`config.mk`:
```
export PLATFORM = sky130hd
export DESIGN_NAME = irlc_remote
export DESIGN_NICKNAME = d
export VERILOG_FILES = /design/src/irlc_pkg.sv /design/src/irlc_remote.sv
export VERILOG_INCLUDE_DIRS = /design/src
export SDC_FILE = /design/constraint.sdc
export NUM_CORES = 1
export LEC_CHECK = 0
export BUFFER_PORTS_ARGS = -buffer_cell sky130_fd_sc_hd__buf_2
export CORE_MARGIN = 10
export CORE_UTILIZATION = 45
export DETAILED_ROUTE_END_ITERATION = 12
export GPL_TIMING_DRIVEN = 0
export PLACE_DENSITY = 0.58
export SETUP_SLACK_MARGIN = 0.05
export SLEW_MARGIN = 20
export SYNTH_ARGS = -nofsm -noshare
export SYNTH_HDL_FRONTEND = slang
export SYNTH_SLANG_ARGS = --single-unit
```
`constraint.sdc`:
```
create_clock -name i_ref_clk -period 3.25 [get_ports i_ref_clk]
set_input_delay 0.1625 -clock i_ref_clk [delete_from_list [all_inputs] [get_ports i_ref_clk]]
set_output_delay 0.1625 -clock i_ref_clk [all_outputs]
set_load 0.01 [all_outputs]
```
`src/irlc_defines.svh`:
```
// timing constants for the infrared lighting remote button logic
`ifndef IRLC_DEFINES_SVH
`define IRLC_DEFINES_SVH
`define IRLC_CLK_HZ        125000000
`define IRLC_LONG_MS       1000
`define IRLC_RESET_MS      10000
`define IRLC_ERASE_MS      5000
`define IRLC_MEDIA_MS      10000
`define IRLC_MS_CYCLES     (`IRLC_CLK_HZ / 1000)
`define IRLC_SLOW_BIT      9
`define IRLC_FAST_BIT      7
`define IRLC_VFAST_BIT     5
`define IRLC_NUM_SCEN      5
`define IRLC_FIRST_OUT     2'h1
`define IRLC_SECOND_OUT    2'h2
`endif

```
`src/irlc_pkg.sv`:
```
// types shared by the infrared lighting remote button logic
package irlc_pkg;
    // command codes sent toward the infrared bridge
    typedef enum logic [3:0] {
        IRLC_CMD_NONE, IRLC_CMD_GROUP_ON, IRLC_CMD_GROUP_OFF,
        IRLC_CMD_BRIGHTEN, IRLC_CMD_DIM, IRLC_CMD_ACTION,
        IRLC_CMD_SCENARIO, IRLC_CMD_PAIR_ON_OFF, IRLC_CMD_ERASE,
        IRLC_CMD_FACTORY
    } irlc_cmd_t;
    // learn indicator patterns
    typedef enum logic [2:0] {
        IRLC_LED_OFF, IRLC_LED_SLOW, IRLC_LED_FAST, IRLC_LED_VFAST,
        IRLC_LED_BLINK5
    } irlc_led_t;
    // one outgoing command with its arguments
    typedef struct packed {
        irlc_cmd_t  cmd;
        logic [2:0] index;
        logic [1:0] output_sel;
        logic       regulation;
    } irlc_msg_t;
endpackage

```
`src/irlc_remote.sv`:
```
// button classification, learn sequencing and media selection
//
// Overview of operation
// - left short press under 1 s sends group on, regulation on
// - right short press under 1 s sends group off, regulation off
// - left or right held over 1 s brightens or dims, regulation off
// - short press of action button sends its assigned action
// - five scenario buttons; short press launches that stored scenario
// - learn short then learn hold over 10 s restores factory, very fast LED
// - pairing a channel on button pairs its off button too
// - learn short gives slow flash, control short then gives fast flash
// - actuators flash slow, then fast with load on; far side behaviour
// - another learn short closes pairing, learn LEDs go off
// - in learn mode long left, right or action press erases control, LED blinks 5 s
// - after factory reset first channel drives output 1, second output 2
// - media window of 10 s; scenario short presses toggle; blue lit means radio
// - media close: fast flash then off when 10 s window ends
// - outside the media window, blue LED steady while scenario button held, off after release
`timescale 1ns/1ps
`default_nettype none
`include "irlc_defines.svh"
module irlc_remote
    import irlc_pkg::*;
#(
    parameter int unsigned MS_CYCLES = `IRLC_MS_CYCLES
) (
    // clock and reset
    input  wire logic       i_ref_clk,
    input  wire logic       i_reset_n,
    // raw buttons from pins, active high
    input  wire logic       i_left,
    input  wire logic       i_right,
    input  wire logic       i_action,
    input  wire logic [4:0] i_scen,
    input  wire logic       i_learn,
    // outgoing command, one-cycle strobe
    output logic            o_cmd_valid,
    output irlc_msg_t       o_cmd,
    // indicators
    output logic            o_learn_led,
    output logic            o_blue_led,
    output logic            o_media_radio
);
    // ==========================================================
    // input synchronisers
    // ==========================================================
    localparam int NB = 9;
    logic [NB-1:0] sync1;
    logic [NB-1:0] btn;
    logic [NB-1:0] btn_q;
    // pins are asynchronous to the clock, two stages before use
    always_ff @(posedge i_ref_clk or negedge i_reset_n) begin
        if (!i_reset_n) begin
            sync1 <= '0;
            btn   <= '0;
            btn_q <= '0;
        end else begin
            sync1 <= {i_learn, i_scen, i_action, i_right, i_left};
            btn   <= sync1;
            btn_q <= btn;
        end
    end
    wire logic [NB-1:0] rise = btn & ~btn_q;
    wire logic [NB-1:0] fall = ~btn & btn_q;
    wire logic          learn_b = btn[8];

    // ==========================================================
    // millisecond tick and press timers
    // ==========================================================
    logic [16:0] pre;
    logic        ms_tick;
    always_ff @(posedge i_ref_clk or negedge i_reset_n) begin
        if (!i_reset_n) begin
            pre <= '0;
        end else if (pre == 17'(MS_CYCLES - 1)) begin
            pre <= '0;
        end else begin
            pre <= pre + 17'h1;
        end
    end
    assign ms_tick = (pre == 17'(MS_CYCLES - 1));

    // one press timer shared by the control buttons; only one at a time
    logic [13:0] hold_ms;
    logic [13:0] learn_ms;
    logic        long_seen;
    wire logic   ctrl_any = |btn[7:0];
    always_ff @(posedge i_ref_clk or negedge i_reset_n) begin
        if (!i_reset_n) begin
            hold_ms   <= '0;
            long_seen <= 1'b0;
        end else if (|rise[7:0]) begin
            hold_ms   <= '0;
            long_seen <= 1'b0;
        end else if (ctrl_any && ms_tick && !long_seen) begin
            hold_ms <= hold_ms + 14'h1;
            // equal to threshold already counts as long
            if (hold_ms + 14'h1 >= 14'(`IRLC_LONG_MS))
                long_seen <= 1'b1;
        end
    end
    wire logic long_now = ctrl_any && ms_tick && !long_seen &&
                          (hold_ms + 14'h1 >= 14'(`IRLC_LONG_MS));

    always_ff @(posedge i_ref_clk or negedge i_reset_n) begin
        if (!i_reset_n) begin
            learn_ms <= '0;
        end else if (rise[8]) begin
            learn_ms <= '0;
        end else if (learn_b && ms_tick && learn_ms != 14'h3FFF) begin
            learn_ms <= learn_ms + 14'h1;
        end
    end

    // ==========================================================
    // learn sequencer
    // ==========================================================
    typedef enum logic [2:0] {
        S_IDLE, S_ARMED, S_PAIR, S_ERASE, S_FACTORY, S_MEDIA
    } irlc_state_t;
    irlc_state_t state;
    logic [13:0] win_ms;
    logic        radio;
    logic [2:0]  sel_idx;

    function automatic logic [2:0] first_idx(input logic [7:0] b);
        first_idx = 3'h0;
        for (int k = 7; k >= 0; k--)
            if (b[k]) first_idx = 3'(k);
    endfunction

    wire logic short_rel = (|fall[7:0]) && !long_seen;
    wire logic learn_short = fall[8] && learn_ms < 14'(`IRLC_LONG_MS);
    wire logic factory_hit = learn_b && ms_tick &&
                             learn_ms + 14'h1 == 14'(`IRLC_RESET_MS);

    always_ff @(posedge i_ref_clk or negedge i_reset_n) begin
        if (!i_reset_n) begin
            state   <= S_IDLE;
            win_ms  <= '0;
            radio   <= 1'b1;
            sel_idx <= '0;
        end else begin
            if (ms_tick && win_ms != 14'h0)
                win_ms <= win_ms - 14'h1;
            case (state)
                S_IDLE: if (learn_short) state <= S_ARMED;
                S_ARMED: begin
                    if (factory_hit) begin
                        state  <= S_FACTORY;
                        win_ms <= 14'(`IRLC_ERASE_MS);
                    end else if (learn_short) begin
                        state <= S_IDLE;
                    end else if (long_now && |btn[7:3]) begin
                        // scenario long press opens media choice
                        state  <= S_MEDIA;
                        win_ms <= 14'(`IRLC_MEDIA_MS);
                    end else if (long_now) begin
                        state  <= S_ERASE;
                        win_ms <= 14'(`IRLC_ERASE_MS);
                    end else if (short_rel) begin
                        state   <= S_PAIR;
                        sel_idx <= first_idx(fall[7:0]);
                    end
                end
                S_PAIR: if (learn_short) state <= S_IDLE;
                S_ERASE: if (win_ms == 14'h0) state <= S_IDLE;
                S_FACTORY: begin
                    radio <= 1'b1;
                    if (win_ms == 14'h0) state <= S_IDLE;
                end
                S_MEDIA: begin
                    if (short_rel && |fall[7:3])
                        radio <= ~radio;
                    if (win_ms == 14'h0) state <= S_IDLE;
                end
                default: state <= S_IDLE;
            endcase
        end
    end

    // ==========================================================
    // command generation
    // ==========================================================
    irlc_msg_t next_cmd;
    logic      next_valid;
    logic      dim_left;
    always_comb begin
        next_cmd   = '{IRLC_CMD_NONE, 3'h0, 2'h0, 1'b0};
        next_valid = 1'b0;
        dim_left   = btn[0];
        if (state == S_IDLE) begin
            if (short_rel && fall[0]) begin
                next_cmd = '{IRLC_CMD_GROUP_ON, 3'h0,
                             `IRLC_FIRST_OUT, 1'b1};
                next_valid = 1'b1;
            end else if (short_rel && fall[1]) begin
                next_cmd = '{IRLC_CMD_GROUP_OFF, 3'h0,
                             `IRLC_FIRST_OUT, 1'b0};
                next_valid = 1'b1;
            end else if (short_rel && fall[2]) begin
                next_cmd   = '{IRLC_CMD_ACTION, 3'h0,
                               `IRLC_SECOND_OUT, 1'b0};
                next_valid = 1'b1;
            end else if (short_rel && |fall[7:3]) begin
                next_cmd = '{IRLC_CMD_SCENARIO,
                             first_idx(fall[7:0]) - 3'h3, 2'h0, 1'b0};
                next_valid = 1'b1;
            end else if (long_now && |btn[1:0]) begin
                next_cmd = '{dim_left ? IRLC_CMD_BRIGHTEN : IRLC_CMD_DIM,
                             3'h0, `IRLC_FIRST_OUT, 1'b0};
                next_valid = 1'b1;
            end
        end else if (state == S_ARMED && factory_hit) begin
            next_cmd   = '{IRLC_CMD_FACTORY, 3'h0, 2'h0, 1'b0};
            next_valid = 1'b1;
        end else if (state == S_ARMED && long_now && !(|btn[7:3])) begin
            next_cmd   = '{IRLC_CMD_ERASE, first_idx(btn[7:0]), 2'h0,
                           1'b0};
            next_valid = 1'b1;
        end else if (state == S_ARMED && short_rel) begin
            // one step pairs both on and off of the channel
            next_cmd   = '{IRLC_CMD_PAIR_ON_OFF, first_idx(fall[7:0]),
                           2'h0, 1'b0};
            next_valid = 1'b1;
        end
    end
    always_ff @(posedge i_ref_clk or negedge i_reset_n) begin
        if (!i_reset_n) begin
            o_cmd_valid <= 1'b0;
            o_cmd       <= '{IRLC_CMD_NONE, 3'h0, 2'h0, 1'b0};
        end else begin
            o_cmd_valid <= next_valid;
            o_cmd       <= next_cmd;
        end
    end

    // ==========================================================
    // indicators
    // ==========================================================
    // flash phases count milliseconds so rates follow MS_CYCLES
    logic [9:0]  blink;
    irlc_led_t   led_mode;
    always_ff @(posedge i_ref_clk or negedge i_reset_n) begin
        if (!i_reset_n)   blink <= '0;
        else if (ms_tick) blink <= blink + 10'h1;
    end
    always_comb begin
        case (state)
            S_ARMED:   led_mode = IRLC_LED_SLOW;
            S_PAIR:    led_mode = IRLC_LED_FAST;
            S_ERASE:   led_mode = IRLC_LED_BLINK5;
            S_FACTORY: led_mode = IRLC_LED_VFAST;
            S_MEDIA:   led_mode = IRLC_LED_FAST;
            default:   led_mode = IRLC_LED_OFF;
        endcase
    end
    always_ff @(posedge i_ref_clk or negedge i_reset_n) begin
        if (!i_reset_n) begin
            o_learn_led   <= 1'b0;
            o_blue_led    <= 1'b0;
            o_media_radio <= 1'b1;
        end else begin
            case (led_mode)
                IRLC_LED_SLOW:   o_learn_led <= blink[`IRLC_SLOW_BIT];
                IRLC_LED_FAST:   o_learn_led <= blink[`IRLC_FAST_BIT];
                IRLC_LED_BLINK5: o_learn_led <= blink[`IRLC_FAST_BIT];
                IRLC_LED_VFAST:  o_learn_led <= blink[`IRLC_VFAST_BIT];
                default:         o_learn_led <= 1'b0;
            endcase
            // media window shows the choice; otherwise held scenario
            if (state == S_MEDIA) o_blue_led <= radio;
            else                  o_blue_led <= |btn[7:3];
            o_media_radio <= radio;
        end
    end
endmodule
`default_nettype wire

```
==> impl_metrics.tcl, run 1 <==
set metrics [dict create \
    outcome "finished clean" \
    cts_buffers 17 \
    reg2reg_depth 10 \
    p_per_area_nw_per_um2 522.6 \
    max_freq_mhz 335.0 \
    synth_ff_type "dfrtp_1" \
    setup-tns-final_ns 0 \
    synth.area.top_cells "dfrtp_1 49%, xnor2_1 4.2%, nor2_1 3.8%" \
    die_x_um 133.3 \
    port_buffers 24 \
    post-synth-top-area-cell "dfrtp_1" \
    synthCells 587 \
    num_antenna_cells 0 \
    relSlewSlack_pct 47.01 \
    combinationalPowerShare_pct 6.4 \
    grt_overflow 0 \
    tightest_slew_ns 0.7883 \
    grt_pass1_wl_mm 22.32 \
    rows 41 \
    dp_slack_ns 0.03682 \
    die_area_sq_um 17760 \
    rsz0062_at_grt "no" \
    areaGrowthSynthToFinish_pct 19.96 \
    path_class "reg2reg" \
    num_vias 4520 \
    wirelength_mm 12.82 \
    drv_slew 0 \
    h-tree-depth 4 \
    final_hold_viol_count 0 \
    synth-edff-count 0 \
    crit_path_end_kind "register" \
    gp_congestion 0.8551 \
    clock_skew_ns 0.008238 \
    io_pins 25 \
    internal_power_mw 2.797 \
    via_per_inst 5.439 \
    grt.total_usage_pct 15.23 \
    cts_buffer_depth 2 \
    worstSetupStartpointType "register" \
    start_util_pct 45.94 \
    die_h_um 133.3 \
    switching_share_pct 22.74 \
    dp_hpwl_mm 8.805 \
    setup_ws_ns 0.2654 \
    setup-violations-final 0 \
    fill_cells 1098 \
    required_ns 3.54 \
    place_area_sq_um 6150 \
    grt_max_degree 79 \
    crit_fanout 8 \
    clkSlewWorstSetupHoldPaths_ns 0.05 \
    drtPass1Iterations 5 \
    yosysWarnings 0 \
    cts_tree "built" \
    ir_drop_v 0.0003088 \
    netlist.area_leader.share_pct 48.97 \
    cts_sinks 115 \
    p_seq_share_pct 41.6 \
    pwr-share-clk_pct 52.0 \
    synth.net_count 606 \
    crit_arrival_ns 3.27 \
    drv_cap 0 \
    drc_errors 0 \
    ys_types 67 \
    syn_area_sq_um 5774 \
    fin_nets 665 \
    leakagePower_nw 3.047 \
    fin_crit_ns 2.985 \
    ys_seq_elements 115 \
    wl_per_cell_um 15.43 \
    core_sq_um 12570 \
    grt_pass1_vias 4629 \
    drive_gt1_share_pct 13.20 \
    fin_crit_sh_pct 91.84 \
    cts_root_buf "clkbuf_16" \
    switchingPower_mw 0.8232 \
    min_path_type "in2async" \
    antenna_found_initial 0 \
    synthArstFlopShare_pct 100.0 \
    drt_iter0_drc 280 \
    yosysSeqAreaShare_pct 49.88 \
    syn_avg_cell_area_sq_um 9.837 \
    drtAntennaViolNets 0 \
    clock_latency_ns 0.42 \
    fin_area_sq_um 6927 \
]
[critical path, stage by stage, from the launching register on]
cell and delay [ns]:
dfrtp_1 0.42, ha_1 0.17, clkbuf_1 0.32, nand4_1 0.34, nor4_4 0.38, xnor2_1 0.17
nand2_1 0.13, nor4_4 0.37, buf_4 0.20, nand2b_1 0.22, o21ai_0 0.13
[metal layers]
metal / vias up / track usage [%] / wire length, um
met5: - / 0 / 0
met4: 0 / 6.530 / 164
met3: 13 / 4.098 / 444
met2: 76 / 24.15 / 6212
met1: 2213 / 19.14 / 6001
li1: 2218 / - / -
[cells in the final DEF (no fill, tap or decap), types with 7 or more instances in the layout]
master,instances
dlygate4sd3_1,10
xor2_1,24
ha_1,8
nor2_1,59
nand2b_1,10
buf_2,24
clkbuf_16,17
nand2_1,49
nor4_1,8
nor2b_1,14
and3_1,9
a21oi_1,24
a31oi_1,7
nor3_1,12
or3_1,8
clkbuf_1,17
xnor2_1,28
o21ai_0,32
nand3_1,28
o22ai_1,8
nand4_1,14
dfrtp_1,113
inv_1,21
[cell families (layout without fill, tap and decap cells)]
kind of cell / count (synthesis) / in the layout / share of synthesized area, %
simple gates: 257 / 257 / 24.62
compound gates: 112 / 112 / 12.57
fa+ha+maj: 8 / 8 / 1.734
xor+xnor: 52 / 52 / 7.887
flops: 115 / 115 / 49.88
mux: 4 / 4 / 0.7584
buf+inv: 39 / 111 / 2.557
[sequential cells by signal, summed over array words and instances (netlist names)]
register       count
hold_ms           14
state              3
pre               17
o_media_radio      1
btn_q              9
o_cmd_valid        1
learn_ms          14
sync1              9
win_ms            14
btn                9
o_blue_led         1
blink             10
radio              1
o_learn_led        1
o_cmd             10
long_seen          1
[timing repair]
| action | in CTS | in global routing |
|---|---|---|
| pin swaps | 1 | 4 |
| hold buffers | 10 | 0 |
| setup buffers | 0 | 5 |
| endpoints found under the hold margin | 46 | 0 |
| gates resized for setup | 1 | 6 |
| setup endpoints to repair | 2 | 25 |
[final cells by class]
cell class | count | area, sq um | area share (%)
Clock inverter | 8 | 101.3 | 1.463
Inverter | 21 | 78.83 | 1.138
Multi-Input combinational cell | 433 | 2788 | 40.25
Timing Repair Buffer | 40 | 291.5 | 4.209
Sequential cell | 115 | 2880 | 41.58
Clock buffer | 24 | 501.7 | 7.243
Tap cell | 172 | 215.2 | 3.107
Buffer | 18 | 70.07 | 1.012
[power groups by stage]
stage	registers [mW]	logic (mW)	clock network, mW
final	1.51	0.232	1.88
after global routing	1.51	0.264	1.98
after CTS	1.51	0.235	1.92
after detailed placement	1.53	0.224	0
after global placement	1.53	0.219	0
after floorplan	1.54	0.112	0
[stage by stage]
| stage | hold WS, ns | power, mW | utilization [%] | std cells |
|---|---|---|---|---|
| after global placement | 0.2710 | 1.750 | 48.61 | 783 |
| after floorplan | -0.1331 | 1.652 | - | 587 |
| after detailed placement | 0.08359 | 1.755 | 48.93 | 784 |
| after global routing | 0.2281 | 3.758 | 55.11 | 831 |
| final | 0.2046 | 3.620 | 55.11 | 831 |
| after CTS | 0.2164 | 3.661 | 54.59 | 826 |
[synthesized netlist by cell type (6+ instances only)]
cell and instances:
nand2b_1 10, ha_1 8, xnor2_1 28, and3_1 9, nor2b_1 14, nand4_1 14
inv_1 21, a21oi_1 24, nor2_1 59, nand2_1 49, or3_1 8, dfrtp_1 113
nand3_1 28, or4_1 6, xor2_1 24, o22ai_1 8, clkbuf_1 16, nor4_1 10
nor3_1 12, o21ai_0 32, a31oi_1 7
[final timing paths]
path                             start  endpoint  slack (ns)
max in group asynchronous    i_reset_n   pre[10]        2.35
min in group i_ref_clk        sync1[8]    btn[8]        0.34
setup / recovery           learn_ms[0]  o_cmd[4]        0.27
hold reg to reg               sync1[8]    btn[8]        0.34
setup reg to reg           learn_ms[0]  o_cmd[4]        0.27
hold / removal               i_reset_n  blink[7]        0.20
No activity file was read; power rests on OpenSTA's default activity.
==> inputs of run 2 (changes only) <==
GPL_TIMING_DRIVEN = unset   (was 0)
SKIP_LAST_GASP = 1   (was unset)
==> run 2 against run 1 <==
Clock-buffer cell count is 3 lower. Sequential power about the same. Routed wire length shrank 1.8%. Power is 3.1% lower. Critical path type unchanged. Critical endpoint is now win_ms[12]. Highest routed layer unchanged.
==> impl_metrics.tcl, run 2 (synthesis gave the netlist of run 1 again) <==
set metrics [dict create \
    critPathBufInv 0 \
    leakagePower_nw 3.002 \
    most-common-layout-cells "113 x dfrtp_1, 59 x nor2_1, 49 x nand2_1" \
    switchingPower_mw 0.8319 \
    crit_fanout 8 \
    drv_slew 0 \
    dp_hpwl_mm 8.873 \
    clock_skew_ns 0.006725 \
    regMostFlops "pre" \
    clkSlewWorstSetupHoldPaths_ns 0.06 \
    drive_gt1_share_pct 13.76 \
    wirelength_mm 12.59 \
    ir_drop_v 0.0003516 \
    instances_no_fill 819 \
    switching_share_pct 23.72 \
    setup-violations-final 0 \
    cts_buffer_depth 2 \
    cts_sinks 115 \
    cpPeakStageDelay_ns 0.50 \
    gp_congestion 0.9400 \
    path_class "reg2reg" \
    largest_reg_flops 17 \
    grt.total_usage_pct 14.90 \
    antenna_found_initial 0 \
    h-tree-depth 4 \
    die_h_um 133.3 \
    drc_errors 0 \
    num_antenna_cells 0 \
    cp_num_cells 8 \
    relSlewSlack_pct 58.24 \
    p_seq_share_pct 43.1 \
    areaGrowthSynthToFinish_pct 17.90 \
    p_per_area_nw_per_um2 515.1 \
    cts_setup_buffers 0 \
    cts_root_buf "clkbuf_16" \
    worstSetupStartpointType "register" \
    grt_pass1_vias 4534 \
    min_path_type "in2async" \
    die_x_um 133.3 \
    core_sq_um 12570 \
    clock_latency_ns 0.42 \
    crit_arrival_ns 3.15 \
    grt_max_degree 47 \
    reg2reg_depth 8 \
    wl_per_cell_um 15.37 \
    rsz0062_at_grt "no" \
    cts_buffers 17 \
    fin_crit_ns 2.813 \
    final_hold_viol_count 0 \
    cts_tree "built" \
    via_per_inst 5.502 \
    tightest_slew_ns 0.6206 \
    setup-tns-final_ns 0 \
    combinationalPowerShare_pct 6.2 \
    place_area_sq_um 6133 \
    num_vias 4506 \
    drv_cap 0 \
    layout_commonest_cell "dfrtp_1" \
    fin_crit_sh_pct 86.56 \
    grt_pass1_wl_mm 21.85 \
    io_pins 25 \
    fin_nets 653 \
    path_cells "ha_1 -> nand4_1 -> nor4_2 -> xnor2_1 -> nand2_1 -> nor4_1 -> a22oi_1 -> a21boi_1" \
    required_ns 3.59 \
    placed_cells 777 \
    drtAntennaViolNets 0 \
    grt_overflow 0 \
    die_area_sq_um 17760 \
    drt_iter0_drc 252 \
    rows 41 \
    path_delay_family "simple AND/OR/NAND/NOR gates" \
    pwr-share-clk_pct 50.6 \
    outcome "finished clean" \
    port_buffers 24 \
    drtPass1Iterations 4 \
    start_util_pct 45.94 \
    crit_path_end_kind "register" \
    cp_slowest_cell "nor4_2" \
    max_freq_mhz 355.5 \
    fin_area_sq_um 6808 \
    internal_power_mw 2.675 \
]
run 2: cell types whose count changed in the layout (fill, tap and decap cells not counted), sizes merged:
cell	change
clkbuf	-19
buf	+4
clkinvlp	+2
bufinv	-1
clkinv	+1
inv	+1
run 2: power by group through the flow:
| stage | sequential [mW] | combinational [mW] | clock, mW |
|---|---|---|---|
| after CTS | 1.51 | 0.222 | 1.82 |
| after detailed placement | 1.54 | 0.212 | 0 |
| after global routing | 1.52 | 0.247 | 1.89 |
| final | 1.51 | 0.219 | 1.78 |
| after floorplan | 1.54 | 0.112 | 0 |
| after global placement | 1.54 | 0.212 | 0 |
run 2: cell type report:
class                   count  area (sq um)
multi-input cells         433          2746
repair buffers             46         312.8
flip-flops and latches    115          2880
clock inverters            11         103.9
inverters                  21         78.83
well taps                 172         215.2
clock buffers              21         470.5
fillers                  1138          5761
run 2: routing by layer:
metal	routed length [um]	GRT usage, %	part of all wire (%)	vias to the layer above
met5	0	0	0	-
met1	5876	18.55	47	2192
met2	6022	23.73	48	94
met4	226	6.106	1.8	0
li1	-	-	-	2200
met3	461	4.323	3.7	20
run 2: timing repair:
action / 4_1_cts / 5_1_grt
resized for setup: 0 / 0
endpoints found under the hold margin: 53 / 0
hold buffers: 10 / 0
run 2: final timing paths:
path | startpoint | to | slack (ns)
hold reg to reg | sync1[0] | btn[0] | 0.35
min in group i_ref_clk | sync1[0] | btn[0] | 0.35
hold / removal | i_reset_n | blink[6] | 0.30
max in group asynchronous | i_reset_n | hold_ms[9] | 2.06
setup reg to reg | learn_ms[0] | win_ms[12] | 0.44
setup / recovery | learn_ms[0] | win_ms[12] | 0.44
run 2: worst reg2reg max path: stages, from the launching register on:
cell and delay (ns):
dfrtp_1 0.41, ha_1 0.34, nand4_1 0.22, nor4_2 0.50
xnor2_1 0.17, nand2_1 0.11, nor4_1 0.49, a22oi_1 0.29
a21boi_1 0.21
run 2: per-stage QoR:
step                total power, mW  hold slack [ns]  utilization (%)  setup slack (ns)
floorplan                     1.652          -0.1331                -            0.6502
global placement              1.749           0.2025            48.80            0.3834
detailed placement            1.748           0.2091            48.80            0.4138
CTS                           3.550           0.3080            54.17            0.4038
global route                  3.651           0.3359            54.17           0.06762
finish                        3.507           0.3020            54.17            0.4369
==> inputs of run 3 (changes only) <==
BUFFER_PORTS_ARGS = -buffer_cell sky130_fd_sc_hd__buf_4   (was -buffer_cell sky130_fd_sc_hd__buf_2)
==> run 3 against run 2 <==
Clock power increased by 19%. Clock-buffer cell count rose by 2. Global-route usage is 0.22 points higher. Sequential power about the same. Register-to-register slack got worse by 0.20 ns. Cell area increased by 2.0%. Die area did not move. First-iteration DRC count up 26%. Routed wire length rose by 2.8%. Critical endpoint is now win_ms[10]. Highest routed layer unchanged.
==> impl_metrics.tcl, run 3 (synthesis gave the netlist of run 1 again) <==
set metrics [dict create \
    outcome "finished clean" \
    clock_skew_ns 0.007756 \
    clkSlewWorstSetupHoldPaths_ns 0.05 \
    max_freq_mhz 331.5 \
    wirelength_mm 12.94 \
    cts_buffer_depth 2 \
    drtPass1Iterations 5 \
    most-common-layout-cells "113 x dfrtp_1, 59 x nor2_1, 49 x nand2_1" \
    cts_tree "built" \
    clock_latency_ns 0.41 \
    placed_cells 772 \
    drt_iter0_drc 317 \
    crit_path_end_kind "register" \
    grt_max_degree 70 \
    fin_nets 648 \
    crit_start "learn_ms[0]" \
    crit_arrival_ns 3.29 \
    grt.total_usage_pct 15.12 \
    gp_congestion 0.9164 \
    cts_root_buf "clkbuf_16" \
    instances_no_fill 814 \
    final_hold_viol_count 0 \
    regMostFlops "pre" \
    switching_share_pct 21.00 \
    grt_pass1_wl_mm 22.09 \
    path_class "reg2reg" \
    areaGrowthSynthToFinish_pct 20.22 \
    largest_reg_flops 17 \
    internal_power_mw 3.059 \
    drv_cap 0 \
    p_seq_share_pct 39.1 \
    die_area_sq_um 17760 \
    cts_buffers 17 \
    rr_endpoint "win_ms[10]" \
    via_per_inst 5.538 \
    setup-tns-final_ns 0 \
    relSlewSlack_pct 58.72 \
    die_x_um 133.3 \
    die_h_um 133.3 \
    final_util_pct 55.23 \
    drive_gt1_share_pct 12.77 \
    cp_slowest_cell "nor4_2" \
    switchingPower_mw 0.8133 \
    cts_sinks 115 \
    wl_per_cell_um 15.89 \
    drc_errors 0 \
    crit_fanout 9 \
    rows 41 \
    drtAntennaViolNets 0 \
    setup-violations-final 0 \
    grt_pass1_vias 4481 \
    h-tree-depth 4 \
    pwr-share-clk_pct 54.7 \
    tightest_slew_ns 0.6191 \
    io_pins 25 \
    ir_drop_v 0.0004104 \
    worstSetupStartpointType "register" \
    power_mw 3.873 \
    fin_crit_sh_pct 92.81 \
    grt_overflow 0 \
    required_ns 3.53 \
    p_per_area_nw_per_um2 557.9 \
    fin_crit_ns 3.016 \
    num_antenna_cells 0 \
    cpPeakStageDelay_ns 0.52 \
    start_util_pct 45.94 \
    layout_commonest_cell "dfrtp_1" \
    combinationalPowerShare_pct 6.2 \
    r2r_start "learn_ms[0]" \
    path_cells "ha_1 -> nand4_1 -> nor4_2 -> xnor2_1 -> nand2_1 -> nor4_4 -> a22o_1 -> o21ai_0" \
    antenna_found_initial 0 \
    reg2reg_depth 8 \
    drv_slew 0 \
    num_vias 4508 \
    core_sq_um 12570 \
    port_buffers 24 \
    rrSetupSlack_ns 0.23 \
    min_path_type "in2async" \
    rsz0062_at_grt "no" \
    leakagePower_nw 3.047 \
    dp_hpwl_mm 8.945 \
]
## run 3: cell types whose count changed in the layout (fill, tap and decap cells not counted), sizes merged
cell | previous run | this run
inv | 22 | 21
clkinvlp | 5 | 1
clkinv | 4 | 2
buf | 36 | 31
bufinv | 1 | 6
clkbuf | 21 | 23
## run 3: how the worst max path moves through the flow
stage	endpoint	slack, ns
2_1_floorplan	win_ms[3]	0.65
3_3_place_gp	win_ms[4]	0.44
3_5_place_dp	win_ms[4]	0.32
4_1_cts	win_ms[4]	0.32
5_1_grt	win_ms[4]	0.05
6_report	win_ms[10]	0.23
## run 3: what timing repair did
action	in CTS	in global routing
hold endpoints to repair	53	0
resized for setup	0	1
setup buffers	0	0
setup endpoints to repair	0	2
hold buffers	10	0
## run 3: cell type report
type                            instances  area [sq um]
Clock buffer                           23         467.9
Clock inverter                          9         201.4
Fill cell                            1077          5627
Inverter                               21         78.83
Multi-Input combinational cell        433          2753
Sequential cell                       115          2880
Tap cell                              172         215.2
Timing Repair Buffer                   41         345.3
## run 3: layer usage
layer / global-route usage (%) / vias to the layer above / share of wire [%]
met5: 0 / - / 0
met4: 6.953 / 0 / 2.3
met3: 4.662 / 29 / 4.4
met2: 22.91 / 108 / 46
met1: 19.34 / 2188 / 47
li1: - / 2183 / -
## run 3: power by group through the flow
stage | clock [mW] | combinational, mW | sequential [mW]
after global placement | 0 | 0.230 | 1.54
after global routing | 2.23 | 0.268 | 1.52
after CTS | 2.16 | 0.243 | 1.51
final | 2.12 | 0.240 | 1.51
after detailed placement | 0 | 0.232 | 1.54
after floorplan | 0 | 0.112 | 1.54
## run 3: critical path: cells and delay by family (launching register included)
kind | cells | cell delay (ns)
compound gates | 2 | 0.58
xor+xnor | 1 | 0.17
fa+ha+maj | 1 | 0.33
flops | 1 | 0.42
simple gates | 4 | 1.38
## run 3: per-stage QoR
stage / hold WS, ns / cell area [sq um] / setup slack, ns
2_1_floorplan: -0.1331 / 5774 / 0.6502
3_3_place_gp: 0.2160 / 6166 / 0.4418
3_5_place_dp: 0.2209 / 6166 / 0.3167
4_1_cts: 0.3245 / 6935 / 0.3208
5_1_grt: 0.3424 / 6942 / 0.05298
6_report: 0.3016 / 6942 / 0.2337
